$ cat src/rtl/tcm_pkg.sv
`default_nettype none
package tcm_pkg;

  // ******************************************************************
  // register map (byte addresses on the apb bus)
  // ******************************************************************
  localparam logic [7:0] CONTROL_OFFSET = 8'h00;
  localparam logic [7:0] COUNT_LOW_OFFSET = 8'h04;
  localparam logic [7:0] COUNT_HIGH_OFFSET = 8'h08;
  localparam logic [7:0] COMPARE_A_OFFSET = 8'h0C;
  localparam logic [7:0] COMPARE_B_OFFSET = 8'h10;
  localparam logic [7:0] INT_STATUS_OFFSET = 8'h14;
  localparam logic [7:0] INT_CLEAR_OFFSET = 8'h18;
  localparam logic [7:0] INT_ENABLE_OFFSET = 8'h1C;

  // ******************************************************************
  // control register fields
  // ******************************************************************
  localparam int WIDTH_SELECT_BIT = 7;
  localparam int CAPTURE_MODE_ENABLE_BIT = 6;
  localparam int CLEAR_ON_MATCH_SELECT_BIT = 0;

  // ******************************************************************
  // event flags, one bit each in status, clear and enable
  // ******************************************************************
  localparam int FLAG_COUNT = 4;
  localparam int OVERFLOW_FLAG_BIT = 0;
  localparam int COMPARE_A_FLAG_BIT = 1;
  localparam int COMPARE_B_FLAG_BIT = 2;
  localparam int CAPTURE_FLAG_BIT = 3;

  // ******************************************************************
  // values after reset and counting limits
  // ******************************************************************
  localparam logic [7:0] CONTROL_RESET = 8'h00;
  localparam logic [7:0] BYTE_RESET = 8'h00;
  localparam logic [15:0] COUNT_RESET = 16'h0000;
  localparam logic [3:0] FLAGS_RESET = 4'h0;
  localparam logic [31:0] READ_ZERO = 32'h0000_0000;
  localparam logic [7:0] BYTE_MAX = 8'hFF;
  localparam logic [15:0] WORD_MAX = 16'hFFFF;
  localparam logic [7:0] BYTE_BOTTOM = 8'h00;

  // ******************************************************************
  // operating modes: capture enable, width, clear-on-match
  // ******************************************************************
  typedef enum logic [2:0] {
    TCM_MODE_NORMAL8 = 3'b000,
    TCM_MODE_CLEAR8 = 3'b001,
    TCM_MODE_NORMAL16 = 3'b010,
    TCM_MODE_CAPTURE8 = 3'b011,
    TCM_MODE_CAPTURE16 = 3'b100
  } tcm_mode_t;

endpackage : tcm_pkg
`default_nettype wire

$ cat src/rtl/tcm_mode_decode.sv
`default_nettype none
// decodes the three control bits into one operating mode
module tcm_mode_decode (
  input wire logic width_select_in,
  input wire logic capture_mode_enable_in,
  input wire logic clear_on_match_select_in,
  output tcm_pkg::tcm_mode_t mode_out,
  output logic wide_out,
  output logic clear_mode_out
);

  // ******************************************************************
  // mode table
  // ******************************************************************
  // clear-on-match is ignored whenever the width or capture bit is set
  always_comb begin
    if (capture_mode_enable_in) begin
      mode_out = width_select_in ? tcm_pkg::TCM_MODE_CAPTURE16 : tcm_pkg::TCM_MODE_CAPTURE8;
    end else if (width_select_in) begin
      mode_out = tcm_pkg::TCM_MODE_NORMAL16;
    end else if (clear_on_match_select_in) begin
      mode_out = tcm_pkg::TCM_MODE_CLEAR8;
    end else begin
      mode_out = tcm_pkg::TCM_MODE_NORMAL8;
    end
  end

  assign wide_out = width_select_in; // top is 0xffff in both wide modes
  assign clear_mode_out = clear_on_match_select_in & ~width_select_in & ~capture_mode_enable_in;

endmodule : tcm_mode_decode
`default_nettype wire

$ cat src/rtl/tcm_irq.sv
`default_nettype none
// sticky event flags with enable mask and one level interrupt
module tcm_irq (
  input wire logic clk_in,
  input wire logic resetn_in,
  input wire logic [tcm_pkg::FLAG_COUNT-1:0] set_in,
  input wire logic [tcm_pkg::FLAG_COUNT-1:0] ack_in,
  input wire logic clear_we_in,
  input wire logic enable_we_in,
  input wire logic [tcm_pkg::FLAG_COUNT-1:0] wdata_in,
  output logic [tcm_pkg::FLAG_COUNT-1:0] status_out,
  output logic [tcm_pkg::FLAG_COUNT-1:0] enable_out,
  output logic irq_out
);

  logic [tcm_pkg::FLAG_COUNT-1:0] status_d;

  // ******************************************************************
  // flags: a new event beats a clear in the same cycle
  // ******************************************************************
  genvar i;
  generate
    for (i = 0; i < tcm_pkg::FLAG_COUNT; i++) begin : g_flag
      always_comb begin
        status_d[i] = status_out[i];
        if (ack_in[i] || (clear_we_in && wdata_in[i])) begin
          status_d[i] = 1'b0; // serviced or written one to clear
        end
        if (set_in[i]) begin
          status_d[i] = 1'b1;
        end
      end
    end
  endgenerate

  // status register
  always_ff @(posedge clk_in or negedge resetn_in) begin
    if (!resetn_in) begin
      status_out <= tcm_pkg::FLAGS_RESET;
    end else begin
      status_out <= status_d;
    end
  end

  // enable register
  always_ff @(posedge clk_in or negedge resetn_in) begin
    if (!resetn_in) begin
      enable_out <= tcm_pkg::FLAGS_RESET;
    end else if (enable_we_in) begin
      enable_out <= wdata_in;
    end
  end

  // interrupt level follows the flag state it will hold next cycle
  always_ff @(posedge clk_in or negedge resetn_in) begin
    if (!resetn_in) begin
      irq_out <= 1'b0;
    end else begin
      irq_out <= |(status_d & (enable_we_in ? wdata_in : enable_out));
    end
  end

endmodule : tcm_irq
`default_nettype wire

$ cat src/rtl/tcm_core.sv
// Design decisions made here: the APB interface to the registers and the register offsets.
`default_nettype none
// Contract
// - normal 8-bit counts to 0xff, wraps, sets overflow
// - overflow flag only set by counting, cleared on service
// - counter value writable at any time
// - clear-on-match mode clears counter at compare a
// - compare a flag set when top reached
// - compare a writes immediate; low top wraps first
// - clear-on-match overflow set on max to zero
// - normal 16-bit counts to 0xffff, wraps, sets overflow
// - 8-bit and 16-bit capture modes selectable
// - system clock only; tick input is count enable
// - one shared high-byte latch for wide registers
// - low byte write loads latch and data together
// - low byte read copies high byte into latch
// - compare read bypasses latch except wide capture
// - mode from width, capture enable, clear-on-match bits
// - counter write blocks match on next tick
// - wide capture: a holds low, b high byte
module tcm_core (
  input wire logic CLK_IN,
  input wire logic RESETN_IN,
  input wire logic PSEL_IN,
  input wire logic PENABLE_IN,
  input wire logic PWRITE_IN,
  input wire logic [7:0] PADDR_IN,
  input wire logic [31:0] PWDATA_IN,
  input wire logic TIMER_TICK_IN,
  input wire logic CAPTURE_EVENT_IN,
  input wire logic [3:0] ACK_IN,
  output logic [31:0] PRDATA_OUT,
  output logic PREADY_OUT,
  output logic PSLVERR_OUT,
  output logic IRQ_OUT
);

  // ******************************************************************
  // declarations
  // ******************************************************************
  logic [7:0] control_q;
  logic [15:0] count_q;
  logic [7:0] compare_a_q;
  logic [7:0] compare_b_q;

  // shared byte for wide transfers and its read-side snapshot
  logic [7:0] high_latch_q;
  logic [7:0] read_high_q;
  logic read_loads_latch_q;
  logic block_match_q;

  // decoded mode
  tcm_pkg::tcm_mode_t mode;
  logic wide;
  logic clear_mode;
  logic capture_mode;

  // bus phase and write strobes, one per writable register word
  logic setup;
  logic access;
  logic wr;
  logic rd;
  logic wr_control;
  logic wr_count_low;
  logic wr_count_high;
  logic wr_compare_a;
  logic wr_compare_b;
  logic wr_clear;
  logic wr_enable;
  logic mapped;

  // counting and flag events
  logic match_a;
  logic match_b;
  logic tick_live;
  logic overflow_event;
  logic compare_a_event;
  logic compare_b_event;
  logic capture_event;
  logic [3:0] flag_set;

  // interrupt block view and read path
  logic [3:0] status;
  logic [3:0] enable;
  logic [31:0] read_mux;
  logic [7:0] read_high_mux;
  logic read_loads_latch;

  // ******************************************************************
  // mode decode and interrupt flags
  // ******************************************************************
  tcm_mode_decode u_mode (
    .width_select_in(control_q[tcm_pkg::WIDTH_SELECT_BIT]),
    .capture_mode_enable_in(control_q[tcm_pkg::CAPTURE_MODE_ENABLE_BIT]),
    .clear_on_match_select_in(control_q[tcm_pkg::CLEAR_ON_MATCH_SELECT_BIT]),
    .mode_out(mode),
    .wide_out(wide),
    .clear_mode_out(clear_mode)
  );

  // capture modes reuse the compare registers as the capture register
  assign capture_mode = (mode == tcm_pkg::TCM_MODE_CAPTURE8) ||
                        (mode == tcm_pkg::TCM_MODE_CAPTURE16);

  tcm_irq u_irq (
    .clk_in(CLK_IN),
    .resetn_in(RESETN_IN),
    .set_in(flag_set),
    .ack_in(ACK_IN),
    .clear_we_in(wr_clear),
    .enable_we_in(wr_enable),
    .wdata_in(PWDATA_IN[3:0]),
    .status_out(status),
    .enable_out(enable),
    .irq_out(IRQ_OUT)
  );

  // ******************************************************************
  // apb decode
  // ******************************************************************
  // the slave answers in the first access cycle: pready is set by setup
  assign setup = PSEL_IN & ~PENABLE_IN;
  assign access = PSEL_IN & PENABLE_IN & PREADY_OUT;
  assign wr = access & PWRITE_IN;
  assign rd = access & ~PWRITE_IN;
  assign wr_control = wr && (PADDR_IN == tcm_pkg::CONTROL_OFFSET);
  assign wr_count_low = wr && (PADDR_IN == tcm_pkg::COUNT_LOW_OFFSET);
  assign wr_count_high = wr && (PADDR_IN == tcm_pkg::COUNT_HIGH_OFFSET);
  assign wr_compare_a = wr && (PADDR_IN == tcm_pkg::COMPARE_A_OFFSET);
  assign wr_compare_b = wr && (PADDR_IN == tcm_pkg::COMPARE_B_OFFSET);
  assign wr_clear = wr && (PADDR_IN == tcm_pkg::INT_CLEAR_OFFSET);
  assign wr_enable = wr && (PADDR_IN == tcm_pkg::INT_ENABLE_OFFSET);

  // decode of every implemented word; anything else is an error
  always_comb begin
    unique case (PADDR_IN)
      tcm_pkg::CONTROL_OFFSET,
      tcm_pkg::COUNT_LOW_OFFSET,
      tcm_pkg::COUNT_HIGH_OFFSET,
      tcm_pkg::COMPARE_A_OFFSET,
      tcm_pkg::COMPARE_B_OFFSET,
      tcm_pkg::INT_STATUS_OFFSET,
      tcm_pkg::INT_CLEAR_OFFSET,
      tcm_pkg::INT_ENABLE_OFFSET: mapped = 1'b1;
      default: mapped = 1'b0;
    endcase
  end

  // ******************************************************************
  // read data and latch side effects
  // ******************************************************************
  // data and the high byte are sampled together in the setup cycle so a
  // tick between setup and access cannot tear the 16-bit value
  always_comb begin
    read_mux = tcm_pkg::READ_ZERO;
    read_high_mux = high_latch_q;
    read_loads_latch = 1'b0;
    unique case (PADDR_IN)
      tcm_pkg::CONTROL_OFFSET: begin
        read_mux[7:0] = control_q;
      end
      tcm_pkg::COUNT_LOW_OFFSET: begin
        read_mux[7:0] = count_q[7:0];
        read_high_mux = count_q[15:8];
        read_loads_latch = 1'b1;
      end
      tcm_pkg::COUNT_HIGH_OFFSET: begin
        read_mux[7:0] = wide ? high_latch_q : count_q[15:8];
      end
      tcm_pkg::COMPARE_A_OFFSET: begin
        read_mux[7:0] = compare_a_q;
        read_high_mux = compare_b_q;
        read_loads_latch = (mode == tcm_pkg::TCM_MODE_CAPTURE16);
      end
      tcm_pkg::COMPARE_B_OFFSET: begin
        // output compare use reads the stored byte directly
        read_mux[7:0] = (mode == tcm_pkg::TCM_MODE_CAPTURE16) ?
                        high_latch_q : compare_b_q;
      end
      tcm_pkg::INT_STATUS_OFFSET: begin
        read_mux[3:0] = status;
      end
      tcm_pkg::INT_ENABLE_OFFSET: begin
        read_mux[3:0] = enable;
      end
      default: begin
        read_mux = tcm_pkg::READ_ZERO; // write-only clear and unmapped words
      end
    endcase
  end

  // apb answer flops: ready for one cycle after each setup
  always_ff @(posedge CLK_IN or negedge RESETN_IN) begin
    if (!RESETN_IN) begin
      PREADY_OUT <= 1'b0;
      PSLVERR_OUT <= 1'b0;
      PRDATA_OUT <= tcm_pkg::READ_ZERO;
    end else begin
      // zero wait states: a slower read path would need ready held back
      PREADY_OUT <= setup;
      if (setup) begin
        PSLVERR_OUT <= ~mapped;
        PRDATA_OUT <= PWRITE_IN ? tcm_pkg::READ_ZERO : read_mux;
      end
    end
  end

  // pending latch load for a read that is still in its setup cycle
  always_ff @(posedge CLK_IN or negedge RESETN_IN) begin
    if (!RESETN_IN) begin
      read_high_q <= tcm_pkg::BYTE_RESET;
      read_loads_latch_q <= 1'b0;
    end else if (setup) begin
      read_high_q <= read_high_mux;
      read_loads_latch_q <= read_loads_latch & ~PWRITE_IN;
    end
  end

  // ******************************************************************
  // shared high byte latch
  // ******************************************************************
  // any wide register's high byte passes through this one latch, so an
  // interrupt routine touching another register can corrupt a pair
  // a read and a write never share a cycle, so the order below is free
  always_ff @(posedge CLK_IN or negedge RESETN_IN) begin
    if (!RESETN_IN) begin
      high_latch_q <= tcm_pkg::BYTE_RESET;
    end else if (rd && read_loads_latch_q) begin
      high_latch_q <= read_high_q;
    end else if (wr_count_high || (wide && wr_compare_b)) begin
      high_latch_q <= PWDATA_IN[7:0];
    end
  end

  // control register
  always_ff @(posedge CLK_IN or negedge RESETN_IN) begin
    if (!RESETN_IN) begin
      control_q <= tcm_pkg::CONTROL_RESET;
    end else if (wr_control) begin
      // unused control bits stay zero so they read back as zero
      control_q <= '0;
      control_q[tcm_pkg::WIDTH_SELECT_BIT] <= PWDATA_IN[tcm_pkg::WIDTH_SELECT_BIT];
      control_q[tcm_pkg::CAPTURE_MODE_ENABLE_BIT] <=
        PWDATA_IN[tcm_pkg::CAPTURE_MODE_ENABLE_BIT];
      control_q[tcm_pkg::CLEAR_ON_MATCH_SELECT_BIT] <=
        PWDATA_IN[tcm_pkg::CLEAR_ON_MATCH_SELECT_BIT];
    end
  end

  // ******************************************************************
  // compare matching
  // ******************************************************************
  // a software counter write overrides the tick in the same cycle
  assign tick_live = TIMER_TICK_IN & ~wr_count_low;
  // match a spans both bytes in wide modes, only the low byte otherwise
  assign match_a = wide ? (count_q == {compare_b_q, compare_a_q})
                        : (count_q[7:0] == compare_a_q);
  // compare b has no wide form: it is then the high byte of a
  assign match_b = ~wide & (count_q[7:0] == compare_b_q);

  // compare a is the capture register in capture modes; no wide b unit
  assign compare_a_event = tick_live & match_a & ~block_match_q & ~capture_mode;
  assign compare_b_event = tick_live & match_b & ~block_match_q &
                           (mode != tcm_pkg::TCM_MODE_CAPTURE16);
  // overflow marks the tick that carries the count from max to zero
  assign overflow_event = tick_live &
                          (wide ? (count_q == tcm_pkg::WORD_MAX)
                                : (count_q[7:0] == tcm_pkg::BYTE_MAX));
  // captures are ignored outside the capture modes
  assign capture_event = CAPTURE_EVENT_IN & capture_mode;

  // one set line per sticky status bit
  always_comb begin
    flag_set = '0;
    flag_set[tcm_pkg::OVERFLOW_FLAG_BIT] = overflow_event;
    flag_set[tcm_pkg::COMPARE_A_FLAG_BIT] = compare_a_event;
    flag_set[tcm_pkg::COMPARE_B_FLAG_BIT] = compare_b_event;
    flag_set[tcm_pkg::CAPTURE_FLAG_BIT] = capture_event;
  end

  // match blocking holds until the next tick, even with the timer stopped
  always_ff @(posedge CLK_IN or negedge RESETN_IN) begin
    if (!RESETN_IN) begin
      block_match_q <= 1'b0;
    end else if (wr_count_low) begin
      block_match_q <= 1'b1;
    end else if (TIMER_TICK_IN) begin
      block_match_q <= 1'b0;
    end
  end

  // ******************************************************************
  // counter
  // ******************************************************************
  // all updates run on the system clock; the tick only qualifies them
  always_ff @(posedge CLK_IN or negedge RESETN_IN) begin
    if (!RESETN_IN) begin
      count_q <= tcm_pkg::COUNT_RESET;
    end else if (wr_count_low) begin
      // wide writes take the latched high byte in the same cycle
      count_q <= wide ? {high_latch_q, PWDATA_IN[7:0]}
                      : {count_q[15:8], PWDATA_IN[7:0]};
    end else if (TIMER_TICK_IN) begin
      // wide mode never clears on match: its top is the full word
      if (wide) begin
        count_q <= count_q + 16'h0001;
      end else if (clear_mode && match_a && !block_match_q) begin
        count_q[7:0] <= tcm_pkg::BYTE_BOTTOM;
      end else begin
        count_q[7:0] <= count_q[7:0] + 8'h01;
      end
    end
  end

  // ******************************************************************
  // compare and capture registers
  // ******************************************************************
  // no double buffering: a new top below the count is missed until wrap
  always_ff @(posedge CLK_IN or negedge RESETN_IN) begin
    if (!RESETN_IN) begin
      compare_a_q <= tcm_pkg::BYTE_RESET;
    end else if (wr_compare_a) begin
      compare_a_q <= PWDATA_IN[7:0];
    end else if (capture_event) begin
      compare_a_q <= count_q[7:0];
    end
  end

  // in wide modes compare b is loaded only with a low byte write or a capture
  always_ff @(posedge CLK_IN or negedge RESETN_IN) begin
    if (!RESETN_IN) begin
      compare_b_q <= tcm_pkg::BYTE_RESET;
    end else if (wide && wr_compare_a) begin
      compare_b_q <= high_latch_q;
    end else if (!wide && wr_compare_b) begin
      // narrow modes keep compare b as a unit of its own
      compare_b_q <= PWDATA_IN[7:0];
    end else if (capture_event && wide && !wr_compare_a) begin
      compare_b_q <= count_q[15:8];
    end
  end

endmodule : tcm_core
`default_nettype wire

$ cat config.mk
export PLATFORM = sky130hd
export DESIGN_NAME = tcm_core
export DESIGN_NICKNAME = d
export VERILOG_FILES = /design/src/rtl/tcm_pkg.sv /design/src/rtl/tcm_mode_decode.sv /design/src/rtl/tcm_irq.sv /design/src/rtl/tcm_core.sv
export SDC_FILE = /design/constraint.sdc
export NUM_CORES = 1
export LEC_CHECK = 0
export ABC_AREA = 1
export BUFFER_PORTS_ARGS = -buffer_cell sky130_fd_sc_hd__buf_2
export CORE_ASPECT_RATIO = 1.2
export CORE_MARGIN = 2
export CORE_UTILIZATION = 45
export CTS_CLUSTER_DIAMETER = 60
export DETAILED_ROUTE_END_ITERATION = 8
export PLACE_DENSITY = 0.66
export SETUP_SLACK_MARGIN = 0.4
export SLEW_MARGIN = 15
export SYNTH_ARGS = -nofsm -noshare
export SYNTH_HDL_FRONTEND = slang
export SYNTH_HIERARCHICAL = 1
export SYNTH_SLANG_ARGS = --single-unit
$ cat constraint.sdc
create_clock -name CLK_IN -period 2.36 [get_ports CLK_IN]
set_input_delay 0.118 -clock CLK_IN [delete_from_list [all_inputs] [get_ports CLK_IN]]
set_output_delay 0.118 -clock CLK_IN [all_outputs]
set_load 0.05 [all_outputs]
# Word-level counts from Yosys, hierarchy flattened
# Memory sizes are Yosys's and may differ from the RTL's.
# Index checks and enable logic that the tools add are counted.
dict set report totals {
  reg_bits 96
  latchBits 0
  ramBits 0
  rom_bits 32
  inputBits 51
  output_inout_bits 35
  elab_cells 134
  n_memories 1
}
# name depth width rd rd_clocked_by_memory_dff write_ports line_no
set memory_table {}
lappend memory_table {{(name not given)} 32 1 1 0 0 tcm_core.sv:136} ;# unique case (PADDR_IN)
dict set report classes {
  add_sub_neg 2
  mul 0
  div 0
  magnitude_cmp 0
  n_eq_ne 15
  shifts 0
  muxes 38
  n_bitwise 27
  n_reduce_logical 36
}
# cell count
set op_table {}
lappend op_table {{$mux 8} 13}
lappend op_table {{$mux 16} 3}
lappend op_table {{$eq 8x5->1 const B} 4}
lappend op_table {{$pmux 4 s7} 1}
lappend op_table {{$pmux 4 s5} 1}
lappend op_table {{$logic_and 1x1->1} 19}
lappend op_table {{$and 1x1->1} 18}
lappend op_table {{$add 16x1->16 const B} 1}
lappend op_table {{$eq 16x16->1} 1}
lappend op_table {{$eq 16x16->1 const B} 1}
lappend op_table {{$eq 8x4->1 const B} 2}
lappend op_table {{$eq 8x8->1} 2}
lappend op_table {{$pmux 8 s2} 1}
lappend op_table {{$mux 1} 14}
lappend op_table {{$mux 3} 3}
lappend op_table {{$add 8x1->8 const B} 1}
lappend op_table {{$eq 8x3->1 const B} 1}
lappend op_table {{$eq 8x8->1 const B} 1}
lappend op_table {{$logic_not 8->1} 1}
lappend op_table {{$not 1->1} 8}
lappend op_table {{$logic_or 1x1->1} 6}
lappend op_table {{$reduce_bool 2->1} 3}
lappend op_table {{$and 4x4->4} 1}
lappend op_table {{$mux 4} 1}
lappend op_table {{9 further kinds} 11}

# Logic depth before layout (Yosys ltp)
# Gate-level depths: netlist of run 1.
dict set report depth {
  depth_word 12
  depth_mapped 15
  depth_no_buf 14
}

# Modules after synthesis
# Netlist of run 1, hierarchy kept.
# module n_inst cells_each area_each_um2 seq_area_each_um2
set by_module_without_submodules {}
lappend by_module_without_submodules {tcm_core 1 742 4842.1 1576.5}
lappend by_module_without_submodules {tcm_irq 1 50 389.1 225.2}
lappend by_module_without_submodules {tcm_mode_decode 1 7 41.3 0.0}

# Worst setup path before layout of run 1
# Ideal clock, no wire load.
dict set report synth_path {
  kind {reg2reg}
  start {register PREADY_OUT}
  end {register u_irq.irq_out}
  setup_ns 0.116
  arrival_ns 2.096
  t_required_ns 2.244
  slack_ns 0.148
  path_stages_with_launch 13
  path_buffers 1
  synth_period_minus_slack_ns 2.212
  cell_sequence {dfrtp_1 nand3_1 nor2_4 buf_4 inv_1 nor4_1 nand2_1 nand3_1 nand2_1 nand2_1 nand2_1 inv_1 nand2_1}
}
dict set report synth_between {
  elab_cells_between_ends 33
  cone_classes {mux (9); bitwise (12); reduce/logical (12)}
}
# item line_no
set synth_lines {}
lappend synth_lines {{start, declared} tcm_core.sv:33} ;# output logic PREADY_OUT,
lappend synth_lines {{start signal, assigned} tcm_core.sv:200} ;# PREADY_OUT <= setup;
lappend synth_lines {{$and 1x1->1} tcm_core.sv:123} ;# assign access = PSEL_IN & PENABLE_IN & PREADY_OUT;
lappend synth_lines {{$and 1x1->1} tcm_core.sv:124} ;# assign wr = access & PWRITE_IN;
lappend synth_lines {{$logic_and 1x1->1} tcm_core.sv:131} ;# assign wr_clear = wr && (PADDR_IN == tcm_pkg::INT_CLEAR_OFFSET);
lappend synth_lines {{net wr_clear} tcm_core.sv:68} ;# logic wr_clear;
lappend synth_lines {{$logic_and 1x1->1} tcm_irq.sv:26} ;# if (ack_in[i] || (clear_we_in && wdata_in[i])) begin
lappend synth_lines {{$logic_or 1x1->1} tcm_irq.sv:26}
lappend synth_lines {{$mux 1} tcm_irq.sv:26}
lappend synth_lines {{$mux 1} tcm_irq.sv:29} ;# if (set_in[i]) begin
lappend synth_lines {{net u_irq.status_d (one bit)} tcm_irq.sv:16} ;# logic [tcm_pkg::FLAG_COUNT-1:0] status_d;
lappend synth_lines {{$and 4x4->4} tcm_irq.sv:59} ;# irq_out <= |(status_d & (enable_we_in ? wdata_in : enable_out));
lappend synth_lines {{$reduce_or 4->1} tcm_irq.sv:59}
lappend synth_lines {{end signal, assigned} tcm_irq.sv:59}
lappend synth_lines {{end, declared} tcm_irq.sv:13} ;# output logic irq_out
# The timed path passes the listed nets, and every way through them passes these cells.
# A chain may end at the register's enable or synchronous reset.

# Final worst setup path of run 1
dict set report layout_path {
  start {register control_q[6]}
  end {register compare_b_q[3]}
}
dict set report layout_between {
  elab_chain_len 7
  elab_cells_between_ends 8
  cone_classes {eq/ne (2); mux (1); bitwise (1); reduce/logical (4)}
}
# item line_no
set layout_lines {}
lappend layout_lines {{start, declared} tcm_core.sv:41} ;# logic [7:0] control_q;
lappend layout_lines {{start signal, assigned} tcm_core.sv:238} ;# control_q <= tcm_pkg::CONTROL_RESET;
lappend layout_lines {{start signal, assigned by index} tcm_core.sv:242} ;# control_q[tcm_pkg::WIDTH_SELECT_BIT] <= PWDATA_IN[tcm_pkg::WIDTH_SELECT_BIT];
lappend layout_lines {{start signal, assigned by index} tcm_core.sv:243} ;# control_q[tcm_pkg::CAPTURE_MODE_ENABLE_BIT] <=
lappend layout_lines {{$mux 3 (*)} tcm_mode_decode.sv:17} ;# if (capture_mode_enable_in) begin
lappend layout_lines {{net mode[1]} tcm_core.sv:53} ;# tcm_pkg::tcm_mode_t mode;
lappend layout_lines {{$eq 3x2->1 / $eq 3x3->1 (equally long branches)} {tcm_core.sv:102, tcm_core.sv:103}}
lappend layout_lines {{$logic_or 1x1->1 (*)} tcm_core.sv:102} ;# assign capture_mode = (mode == tcm_pkg::TCM_MODE_CAPTURE8) ||
lappend layout_lines {{$and 1x1->1 (*)} tcm_core.sv:270} ;# assign capture_event = CAPTURE_EVENT_IN & capture_mode;
lappend layout_lines {{$logic_and 1x1->1 (*) (2 in series)} tcm_core.sv:338} ;# end else if (capture_event && wide && !wr_compare_a) begin
lappend layout_lines {{$reduce_bool 3->1 (no line) (*)} -}
lappend layout_lines {{end signal, assigned} tcm_core.sv:334} ;# compare_b_q <= high_latch_q;
lappend layout_lines {{end signal, assigned} tcm_core.sv:337} ;# compare_b_q <= PWDATA_IN[7:0];
lappend layout_lines {{end signal, assigned} tcm_core.sv:339} ;# compare_b_q <= count_q[15:8];
lappend layout_lines {{end, declared} tcm_core.sv:44} ;# logic [7:0] compare_b_q;
# The timed path passes the listed nets; every way through them passes the cells marked *.

==> results of run 1 <==
timing repair:
item	4_1_cts	5_1_grt
setup endpoints to repair	11	12
cloned	0	0
hold buffers	1	0
endpoints found under the hold margin	49	0
buffers inserted	0	3
pin swaps	1	1
gates resized for setup	3	6
cell type report:
class	instances	area [µm²]
well taps	157	196.4
fillers	1221	5533
clock inverters	7	120.1
repair buffers	58	376.6
flip-flops and latches	72	1807
inverters	97	367.9
clock buffers	9	225.2
multi-input cells	608	2888
sequential cells by signal, indices dropped and copies added, names as in the netlist:
register / count
count_q: 16
PRDATA_OUT: 8
compare_a_q: 8
compare_b_q: 8
high_latch_q: 8
read_high_q: 8
u_irq/enable_out: 4
u_irq/status_out: 4
control_q: 3
PREADY_OUT: 1
PSLVERR_OUT: 1
block_match_q: 1
read_loads_latch_q: 1
u_irq/irq_out: 1
placed cells by master, fill, tap and decap left out, types with 2 or more instances in the layout:
cell type,Yosys,routed
clkbuf_16,0,9
nand2_1,267,266
nand3_2,2,2
nor2_4,4,4
o22ai_1,10,10
dfrtp_2,0,4
o21ai_1,14,15
nand2_4,5,5
ha_1,2,2
dfrtp_1,72,68
nor3_1,8,7
buf_2,5,36
a21oi_1,19,19
nand2_2,2,3
inv_1,89,88
nand4_1,15,15
o21ai_0,51,50
clkinvlp_4,0,2
clkinv_1,2,2
bufinv_16,0,3
nor2_1,69,68
conb_1,1,24
inv_2,6,6
nor2_8,2,2
o211ai_1,2,2
nand3_4,4,4
a31oi_1,7,7
or2_2,2,2
buf_12,0,2
xor2_1,5,5
xnor2_1,3,3
o2111ai_1,2,2
nor2_2,4,5
nand3_1,78,78
buf_4,31,18
clkinv_4,0,2
power breakdown:
group	total (mW)	internal (mW)	switching, mW
Clock	1.60	1.03	0.569
Combinational	0.707	0.208	0.499
Sequential	1.40	1.30	0.0972
Total	3.71	2.55	1.17
metrics by stage:
stage               hold slack, ps  area (µm²)  power, mW  utilization (%)  std cells
global placement             202.1        5582      2.097            48.48        988
global route                 3.236        5981      3.879            51.95       1008
floorplan                   -177.6        5366      1.886                -        822
detailed placement           214.1        5582      2.115            48.48        988
finish                       9.123        5981      3.711            51.95       1008
CTS                          7.175        5941      3.723            51.60       1005
cells by family (layout without fill, tap and decap cells):
logic type,count (synthesis),count (layout)
AND/OR/NAND/NOR,466,466
buffers and inverters,142,171
AO/OA/AOI/OAI,108,108
flip-flops,72,72
XOR/XNOR,8,8
adder cells (fa/ha/maj),2,2
other,1,24
worst paths after layout:
check	startpoint	to	slack [ps]	depth (start not counted)
setup / recovery	control_q[6]$_DFFE_PN0P_	compare_b_q[3]$_DFFE_PN0P_	410	10
hold / removal	TIMER_TICK_IN	block_match_q$_DFFE_PN0N_	9	2
setup reg to reg	control_q[6]$_DFFE_PN0P_	compare_b_q[3]$_DFFE_PN0P_	410	10
hold reg to reg	PRDATA_OUT[5]$_DFFE_PN0P_	PRDATA_OUT[5]$_DFFE_PN0P_	480	2
max in group asynchronous	RESETN_IN	count_q[1]$_DFFE_PN0N_	1410	3
min in group asynchronous	RESETN_IN	compare_a_q[7]$_DFFE_PN0P_	370	2
metal layers:
layer	up-vias	part of all wire (%)	global-route usage (%)
met5	-	0	0
met4	0	6.8	18.83
met3	60	6.1	4.271
met2	222	47	48.08
met1	2495	40	36.11
li1	2621	-	-
worst max-delay path: stages (launching register included):
cell and delay (ps):
dfrtp_2 440, ha_1 300, nor2_1 100, nand2_1 80, o21ai_1 190, nand2_2 210, nand2_4 190, nand2_4 120
nand2_4 120, nand2_1 70, nand2_1 60
==> results.py, run 1 <==
metrics = {
    "yosys": {
        "synth_top_area_share_pct": 34.17,
        "ys_warn_count": 6,
        "syn-mean-instance-area_um2": 6.599,
        "synth_cells": 799,
        "ys_types": 40,
        "yosysTopAreaCell": "dfrtp_1",
        "synth_common_cells": "267 x nand2_1, 89 x inv_1, 78 x nand3_1",
        "yosys-top-cells-area": "dfrtp_1 34%, nand2_1 19%, nand3_1 7.4%",
        "syn-cell-area_mm2": 0.005273,
        "synth_fa_ha_area_share_pct": 0.4746,
        "synth_compound_area_share_pct": 11.11,
        "async_flop_share_pct": 100.0,
        "synthXorXnorAreaFrac_pct": 1.329,
        "ys.flop_type": "dfrtp_1",
        "synth-edff-count": 0,
        "yosysMostFrequentCell": "nand2_1",
        "synth_top_family_by_area": "simple AND/OR/NAND/NOR gates",
        "yosysSeqAreaShare_pct": 34.17,
        "synth_simple_gate_area_share_pct": 39.84,
        "muxShareOfSynthArea_pct": 0,
        "ys_seq_elements": 72,
    },
    "global_routing": {
        "grt_usage_pct": 29.47,
        "grt_pass1_wl_um": 27620,
        "antenna_found_initial": 0,
        "grt_max_degree": 51,
        "grt_overflow_total": 0,
        "grt_pass1_vias": 5086,
    },
    "setup_path": {
        "cp.required_ps": 2640,
        "crit_path_end_kind": "flip-flop",
        "arrival_ps": 2230,
        "critPathMaxFanout": 9,
        "critPathKind": "flip-flop to flip-flop",
        "start_kind": "flip-flop",
    },
    "place": {
        "dp_hpwl_um": 13690,
        "dpl_worst_slack_ps": 284.7,
        "place.gp.congestion": 1.035,
        "port_buffers": 37,
    },
    "final_layout": {
        "area_delta_synth_final_pct": 13.43,
        "nets": 899,
        "num_antenna_cells": 0,
        "drive_gt1_share_pct": 13.51,
    },
    "drt": {
        "vias": 5398,
        "finalWirelength_um": 17660,
        "wl_per_cell_um": 17.52,
        "firstDrtPassIters": 5,
        "drc": 0,
        "drtAntennaViolNets": 0,
        "drt_iter0_markers": 499,
        "route.detailed.vias_per_inst": 5.355,
    },
    "floorplan": {
        "fp.dieH_um": 122.6,
        "rows": 43,
        "io_pins": 86,
        "start_util_pct": 45.79,
        "core_area_mm2": 0.01151,
        "die_x_um": 102.8,
        "dieArea_mm2": 0.01260,
    },
    "sta": {
        "fmax_mhz": 513.9,
        "fin_crit_ps": 1946,
        "worst_slew_pin_slew_ps": 694.0,
        "finClkSkew_ps": 7.006,
        "rsz0062_at_grt": "true",
        "finalHoldViolCount": 0,
        "post-route-period-util_pct": 82.45,
        "setup_tns_ps": 0,
        "setup_slack_ps": 414.1,
        "maxSlewHeadroom_pct": 53.73,
        "maxSlewViolCount": 0,
        "setup_viol": 0,
    },
    "pwr": {
        "p_per_area_mw_per_mm2": 620.5,
        "ir_worst_vdd_v": 0.0003705,
        "leakage_nw": 3.112,
    },
    "hold_path": {
        "hp-class": "input pin to flip-flop",
    },
    "cts": {
        "clk_path_buf_depth": 2,
        "cts_tree": "done",
        "clockRootBuffer": "clkbuf_16",
        "clkTransAtPathRegs_ps": 60,
        "cts_made_buffers": 9,
        "cts_max_level": 3,
        "cts.sinks": 72,
        "clock_latency_ps": 350,
    },
    "flow_run": {
        "cap_violations": 0,
    },
    "status": {
        "outcome": "complete, no violations",
    },
}
(Power assumes the default switching activity.)
==> run 2: changes to the inputs <==
==> constraint.sdc (replaced) <==
create_clock -name CLK_IN -period 1.85 [get_ports CLK_IN]
set_input_delay 0.0925 -clock CLK_IN [delete_from_list [all_inputs] [get_ports CLK_IN]]
set_output_delay 0.0925 -clock CLK_IN [all_outputs]
set_load 0.05 [all_outputs]
==> results.py, run 2 (synthesis gave the netlist of run 1 again) <==
metrics = {
    "place": {
        "port_buffers": 37,
        "place.gp.congestion": 1.033,
        "dp_hpwl_um": 14540,
        "place_area_mm2": 0.005908,
        "dpl_worst_slack_ps": 9.240,
    },
    "setup_path": {
        "crit_chain": "buf_6, buf_6, xor2_1, nor2_1, nand2_1, nor2_4, buf_4, nand4_4, nand2_1, nand2_1",
        "path_buf_inv": 3,
        "max_stage_delay_ps": 390,
        "cp_common_cell": "nand2_1",
        "crit_path_end_kind": "flip-flop",
        "crit_path_top_delay_cell": "dfrtp_1",
        "critPathKind": "flip-flop to flip-flop",
        "critPathTopFamily": "simple AND/OR/NAND/NOR gates",
        "arrival_ps": 2040,
        "cp.required_ps": 2070,
        "start_kind": "flip-flop",
        "critPathMaxFanout": 8,
    },
    "sta": {
        "setup_tns_ps": 0,
        "maxSlewViolCount": 0,
        "finClkSkew_ps": 10.30,
        "fin_crit_ps": 1816,
        "setup_slack_ps": 34.03,
        "finalHoldViolCount": 0,
        "rsz0062_at_grt": "true",
        "hold_slack_ps": 10.06,
        "post-route-period-util_pct": 98.16,
        "fmax_mhz": 550.7,
        "worst_slew_pin_slew_ps": 536.2,
        "setup_viol": 0,
        "maxSlewHeadroom_pct": 64.12,
    },
    "pwr": {
        "p_switching_mw": 1.572,
        "p_sw_share_pct": 31.20,
        "combPwrFrac_pct": 24.6,
        "total_power_mw": 5.038,
        "pwr-share-seq_pct": 34.8,
        "ir_worst_vdd_v": 0.0005535,
        "leakage_nw": 3.651,
        "power_frac_clock_pct": 40.6,
        "p_per_area_mw_per_mm2": 699.8,
        "internal_power_mw": 3.466,
    },
    "hold_path": {
        "hp-class": "input pin to flip-flop",
    },
    "cts": {
        "clock_latency_ps": 340,
        "cts_made_buffers": 9,
        "clkTransAtPathRegs_ps": 60,
        "cts_tree": "done",
        "clockRootBuffer": "clkbuf_16",
        "cts_max_level": 3,
        "clk_path_buf_depth": 2,
        "cts.sinks": 72,
    },
    "floorplan": {
        "fp.dieH_um": 122.6,
        "start_util_pct": 45.79,
        "die_x_um": 102.8,
        "dieArea_mm2": 0.01260,
        "io_pins": 86,
        "core_area_mm2": 0.01151,
        "rows": 43,
    },
    "final_layout": {
        "num_antenna_cells": 0,
        "nets": 973,
        "top_register": "count_q",
        "drive_gt1_share_pct": 30.49,
        "layout_commonest_cell": "nand2_1",
        "largest_register_ffs": 16,
        "area_delta_synth_final_pct": 36.52,
        "layout_common_cells": "233 x nand2_1, 80 x inv_1, 67 x dfrtp_1",
        "final_area_mm2": 0.007198,
    },
    "drt": {
        "drc": 0,
        "drt_iter0_markers": 747,
        "vias": 5872,
        "route.detailed.vias_per_inst": 5.427,
        "firstDrtPassIters": 8,
        "drtAntennaViolNets": 0,
        "wl_per_cell_um": 18.55,
        "finalWirelength_um": 20070,
    },
    "global_routing": {
        "grt_pass1_wl_um": 30030,
        "antenna_found_initial": 0,
        "grt_overflow_total": 0,
        "grt_pass1_vias": 5541,
        "grt_usage_pct": 32.17,
        "grt_max_degree": 43,
    },
    "status": {
        "outcome": "complete, no violations",
    },
    "flow_run": {
        "cap_violations": 0,
    },
}
==> run 2: power by group through the flow <==
stage	clock network, mW	logic (mW)	registers [mW]
after global routing	2.14	1.34	1.76
final	2.05	1.24	1.75
after CTS	2.06	1.16	1.74
after floorplan	0	0.605	1.81
after global placement	0	1.02	1.78
after detailed placement	0	1.03	1.78
==> run 2: layout make-up <==
cell class                 count  area [µm²]
clock buffer                  11       242.7
clock inverter                 5       103.9
fill                        1065        4315
inverter                      97       377.9
multi-input combinational    611        3395
sequential                    72        1808
tap                          157       196.4
timing repair buffer         129        1075
==> run 2: worst min-delay path: cells and delay by family <==
kind	cells	cell delay (ps)
compound gates	2	120
buf+inv	1	90
==> run 2: worst paths after layout <==
kind,from,slack [ps],cells after the start,to
max,count_q[0]$_DFFE_PN0N_,30,10,count_q[7]$_DFFE_PN0N_
min,PWDATA_IN[6],10,3,compare_a_q[6]$_DFFE_PN0P_
max reg2reg,count_q[0]$_DFFE_PN0N_,30,10,count_q[7]$_DFFE_PN0N_
min reg2reg,PRDATA_OUT[0]$_DFFE_PN0P_,480,2,PRDATA_OUT[0]$_DFFE_PN0P_
max in group asynchronous,RESETN_IN,990,3,PREADY_OUT$_DFF_PN0_
min in group asynchronous,RESETN_IN,240,2,u_irq/status_out[3]$_DFF_PN0_
==> run 2: per-stage QoR <==
stage / cells / util [%]
2_1_floorplan: 822 / -
3_3_place_gp: 1029 / 51.31
3_5_place_dp: 1029 / 51.31
4_1_cts: 1070 / 58.56
5_1_grt: 1082 / 62.52
6_report: 1082 / 62.52
==> run 2: per-layer routing <==
metal / vias to the layer above / wire, µm / global-route usage (%) / part of all wire [%]
li1: 2773 / - / - / -
met1: 2767 / 7982 / 39.88 / 40
met2: 264 / 9768 / 53.15 / 49
met3: 68 / 1079 / 4.954 / 5.4
met4: 0 / 1240 / 17.68 / 6.2
met5: - / 0 / 0 / 0
==> run 2: timing repair <==
| action | CTS | global route |
|---|---|---|
| hold endpoints to repair | 31 | 0 |
| hold buffers | 2 | 0 |
| pin swaps | 38 | 31 |
| cloned | 2 | 3 |
| endpoints found under the setup margin | 53 | 58 |
| setup buffers | 21 | 9 |
| gates resized for setup | 76 | 97 |
==> run 3: changes to the inputs <==
--- a/config.mk
+++ b/config.mk
@@ -10,6 +10,7 @@
 export CORE_ASPECT_RATIO = 1.2
 export CORE_MARGIN = 2
 export CORE_UTILIZATION = 45
+export CTS_BUF_LIST = sky130_fd_sc_hd__clkbuf_8
 export CTS_CLUSTER_DIAMETER = 60
 export DETAILED_ROUTE_END_ITERATION = 8
 export PLACE_DENSITY = 0.66
==> results.py, run 3 (synthesis gave the netlist of run 1 again) <==
metrics = {
    "setup_path": {
        "arrival_ps": 2120,
        "crit_chain": "ha_4, nor2_1, nand2_2, buf_6, o2111ai_2, nor2_1, nand3_1, nor2_1, inv_1, nand2_1, nand2_1, nand2_1, inv_1, nand2_1",
        "critPathTopFamily": "simple AND/OR/NAND/NOR gates",
        "cp_common_cell": "nand2_1",
        "crit_path_end_kind": "flip-flop",
        "critPathKind": "flip-flop to flip-flop",
        "crit_path_top_delay_cell": "dfrtp_2",
        "ff2ff_path_depth": 14,
        "critPathMaxFanout": 5,
        "regToRegStartpoint": "control_q[7]$_DFFE_PN0P_",
        "rrSetupSlack_ps": 40,
        "start_kind": "flip-flop",
        "r2r_end": "u_irq/irq_out$_DFF_PN0_",
        "path_buf_inv": 3,
        "max_stage_delay_ps": 450,
        "cp.required_ps": 2150,
    },
    "final_layout": {
        "layout_common_cells": "238 x nand2_1, 82 x inv_1, 69 x buf_4",
        "nets": 978,
        "largest_register_ffs": 16,
        "top_register": "count_q",
        "fill_cells": 1086,
        "layout_commonest_cell": "nand2_1",
        "area_delta_synth_final_pct": 32.58,
        "num_antenna_cells": 0,
        "seqCellArea_mm2": 0.001808,
        "multi_input_comb_area_mm2": 0.003271,
        "drive_gt1_share_pct": 28.92,
    },
    "pwr": {
        "p_switching_mw": 1.520,
        "p_per_area_mw_per_mm2": 653.5,
        "ir_worst_vdd_v": 0.0003643,
        "power_frac_clock_pct": 34.4,
        "leakage_nw": 3.594,
        "combPwrFrac_pct": 27.3,
        "internal_power_mw": 3.048,
        "p_sw_share_pct": 33.27,
        "pwr-share-seq_pct": 38.2,
    },
    "drt": {
        "route.detailed.vias_per_inst": 5.420,
        "drc": 0,
        "firstDrtPassIters": 6,
        "finalWirelength_um": 19710,
        "drtAntennaViolNets": 0,
        "drt_iter0_markers": 676,
        "wl_per_cell_um": 18.13,
        "vias": 5891,
    },
    "cts": {
        "cts.sinks": 72,
        "cts_max_level": 3,
        "cts_tree": "done",
        "clkTransAtPathRegs_ps": 90,
        "cts_made_buffers": 9,
        "clock_latency_ps": 370,
        "clockRootBuffer": "clkbuf_8",
        "clk_path_buf_depth": 2,
    },
    "floorplan": {
        "rows": 43,
        "fp.dieH_um": 122.6,
        "core_area_mm2": 0.01151,
        "io_pins": 86,
        "start_util_pct": 45.79,
        "die_x_um": 102.8,
        "dieArea_mm2": 0.01260,
    },
    "hold_path": {
        "min_to": "compare_a_q[5]$_DFFE_PN0P_",
        "hp-start": "PWDATA_IN[5]",
        "hp-class": "input pin to flip-flop",
        "worstHoldPathCells": 3,
    },
    "place": {
        "place.gp.congestion": 1.033,
        "dpl_worst_slack_ps": 9.240,
        "dp_hpwl_um": 14540,
        "port_buffers": 37,
    },
    "sta": {
        "fin_crit_ps": 1813,
        "setup_tns_ps": 0,
        "setup_slack_ps": 36.59,
        "finalHoldViolCount": 0,
        "finClkSkew_ps": 20.68,
        "rsz0062_at_grt": "true",
        "post-route-period-util_pct": 98.02,
        "setup_viol": 0,
        "maxSlewViolCount": 0,
        "worst_slew_pin_slew_ps": 531.9,
        "fmax_mhz": 551.4,
        "maxSlewHeadroom_pct": 64.41,
    },
    "global_routing": {
        "grt_pass1_wl_um": 29730,
        "antenna_found_initial": 0,
        "grt_overflow_total": 0,
        "grt_pass1_vias": 5449,
        "grt_usage_pct": 32.09,
        "grt_max_degree": 43,
    },
    "status": {
        "outcome": "complete, no violations",
    },
    "flow_run": {
        "cap_violations": 0,
    },
}
run 3: cell count changes in the layout (fill, tap and decap cells not counted), moves of 3 or more:
cell	delta
nand2_2	-3
o21ai_0	+6
o21ai_2	-5
nand2_8	-4
buf_6	-4
dlygate4sd3_1	+3
clkbuf_8	+9
buf_4	+10
clkbuf_16	-9
nand2_1	+5
run 3: repair_timing:
item / 4_1_cts / 5_1_grt
pin swaps: 38 / 25
gates resized for setup: 61 / 77
setup buffers: 19 / 14
hold endpoints to repair: 34 / 0
endpoints found under the setup margin: 54 / 58
cloned: 2 / 2
hold buffers: 5 / 0
run 3: routing by layer:
metal / track usage [%] / vias up / share of wire [%]
met4: 15.13 / 0 / 5.6
met5: 0 / - / 0
met3: 5.125 / 69 / 6.4
met1: 40.11 / 2752 / 39
li1: - / 2781 / -
met2: 53.76 / 289 / 49
run 3: worst max path at each step:
stage | start | endpoint | slack, ps | cells after the start
4_1_cts | control_q[7]$_DFFE_PN0P_ | u_irq/irq_out$_DFF_PN0_ | 100 | 14
5_1_grt | control_q[7]$_DFFE_PN0P_ | u_irq/irq_out$_DFF_PN0_ | -130 | 14
2_1_floorplan | PREADY_OUT$_DFF_PN0_ | u_irq/irq_out$_DFF_PN0_ | 40 | 12
3_5_place_dp | control_q[6]$_DFFE_PN0P_ | compare_a_q[1]$_DFFE_PN0P_ | 9 | 9
6_report | control_q[7]$_DFFE_PN0P_ | u_irq/irq_out$_DFF_PN0_ | 40 | 14
3_3_place_gp | control_q[6]$_DFFE_PN0P_ | u_irq/irq_out$_DFF_PN0_ | 40 | 14
run 3: layout make-up:
type	count	area share, %
well taps	157	2.810
flip-flops and latches	72	25.86
clock inverters	6	1.539
clock buffers	10	1.969
multi-input cells	610	46.79
inverters	97	5.513
repair buffers	135	15.52
run 3: through the flow:
stage	cell area (µm²)	utilization, %	power (mW)	hold slack, ps	instances
4_1_cts	6594	57.27	4.479	0.3794	1071
6_report	6990	60.72	4.568	14.83	1087
5_1_grt	6990	60.72	4.766	25.45	1087
3_5_place_dp	5908	51.31	2.818	69.87	1029
3_3_place_gp	5908	51.31	2.800	61.01	1029
2_1_floorplan	5428	-	2.411	-203.1	822
run 3: power groups by stage:
stage | Combinational (mW) | Clock (mW) | Sequential, mW
6_report | 1.25 | 1.57 | 1.75
5_1_grt | 1.35 | 1.66 | 1.75
4_1_cts | 1.15 | 1.58 | 1.74
3_5_place_dp | 1.03 | 0 | 1.78
3_3_place_gp | 1.02 | 0 | 1.78
2_1_floorplan | 0.605 | 0 | 1.81
run 3: worst register-to-register path, cell delays in order (launching register included):
cell and delay, ps:
dfrtp_2 450, ha_4 280, nor2_1 40, nand2_2 90
buf_6 160, o2111ai_2 100, nor2_1 100, nand3_1 70
nor2_1 120, inv_1 60, nand2_1 80, nand2_1 50
nand2_1 70, inv_1 40, nand2_1 50
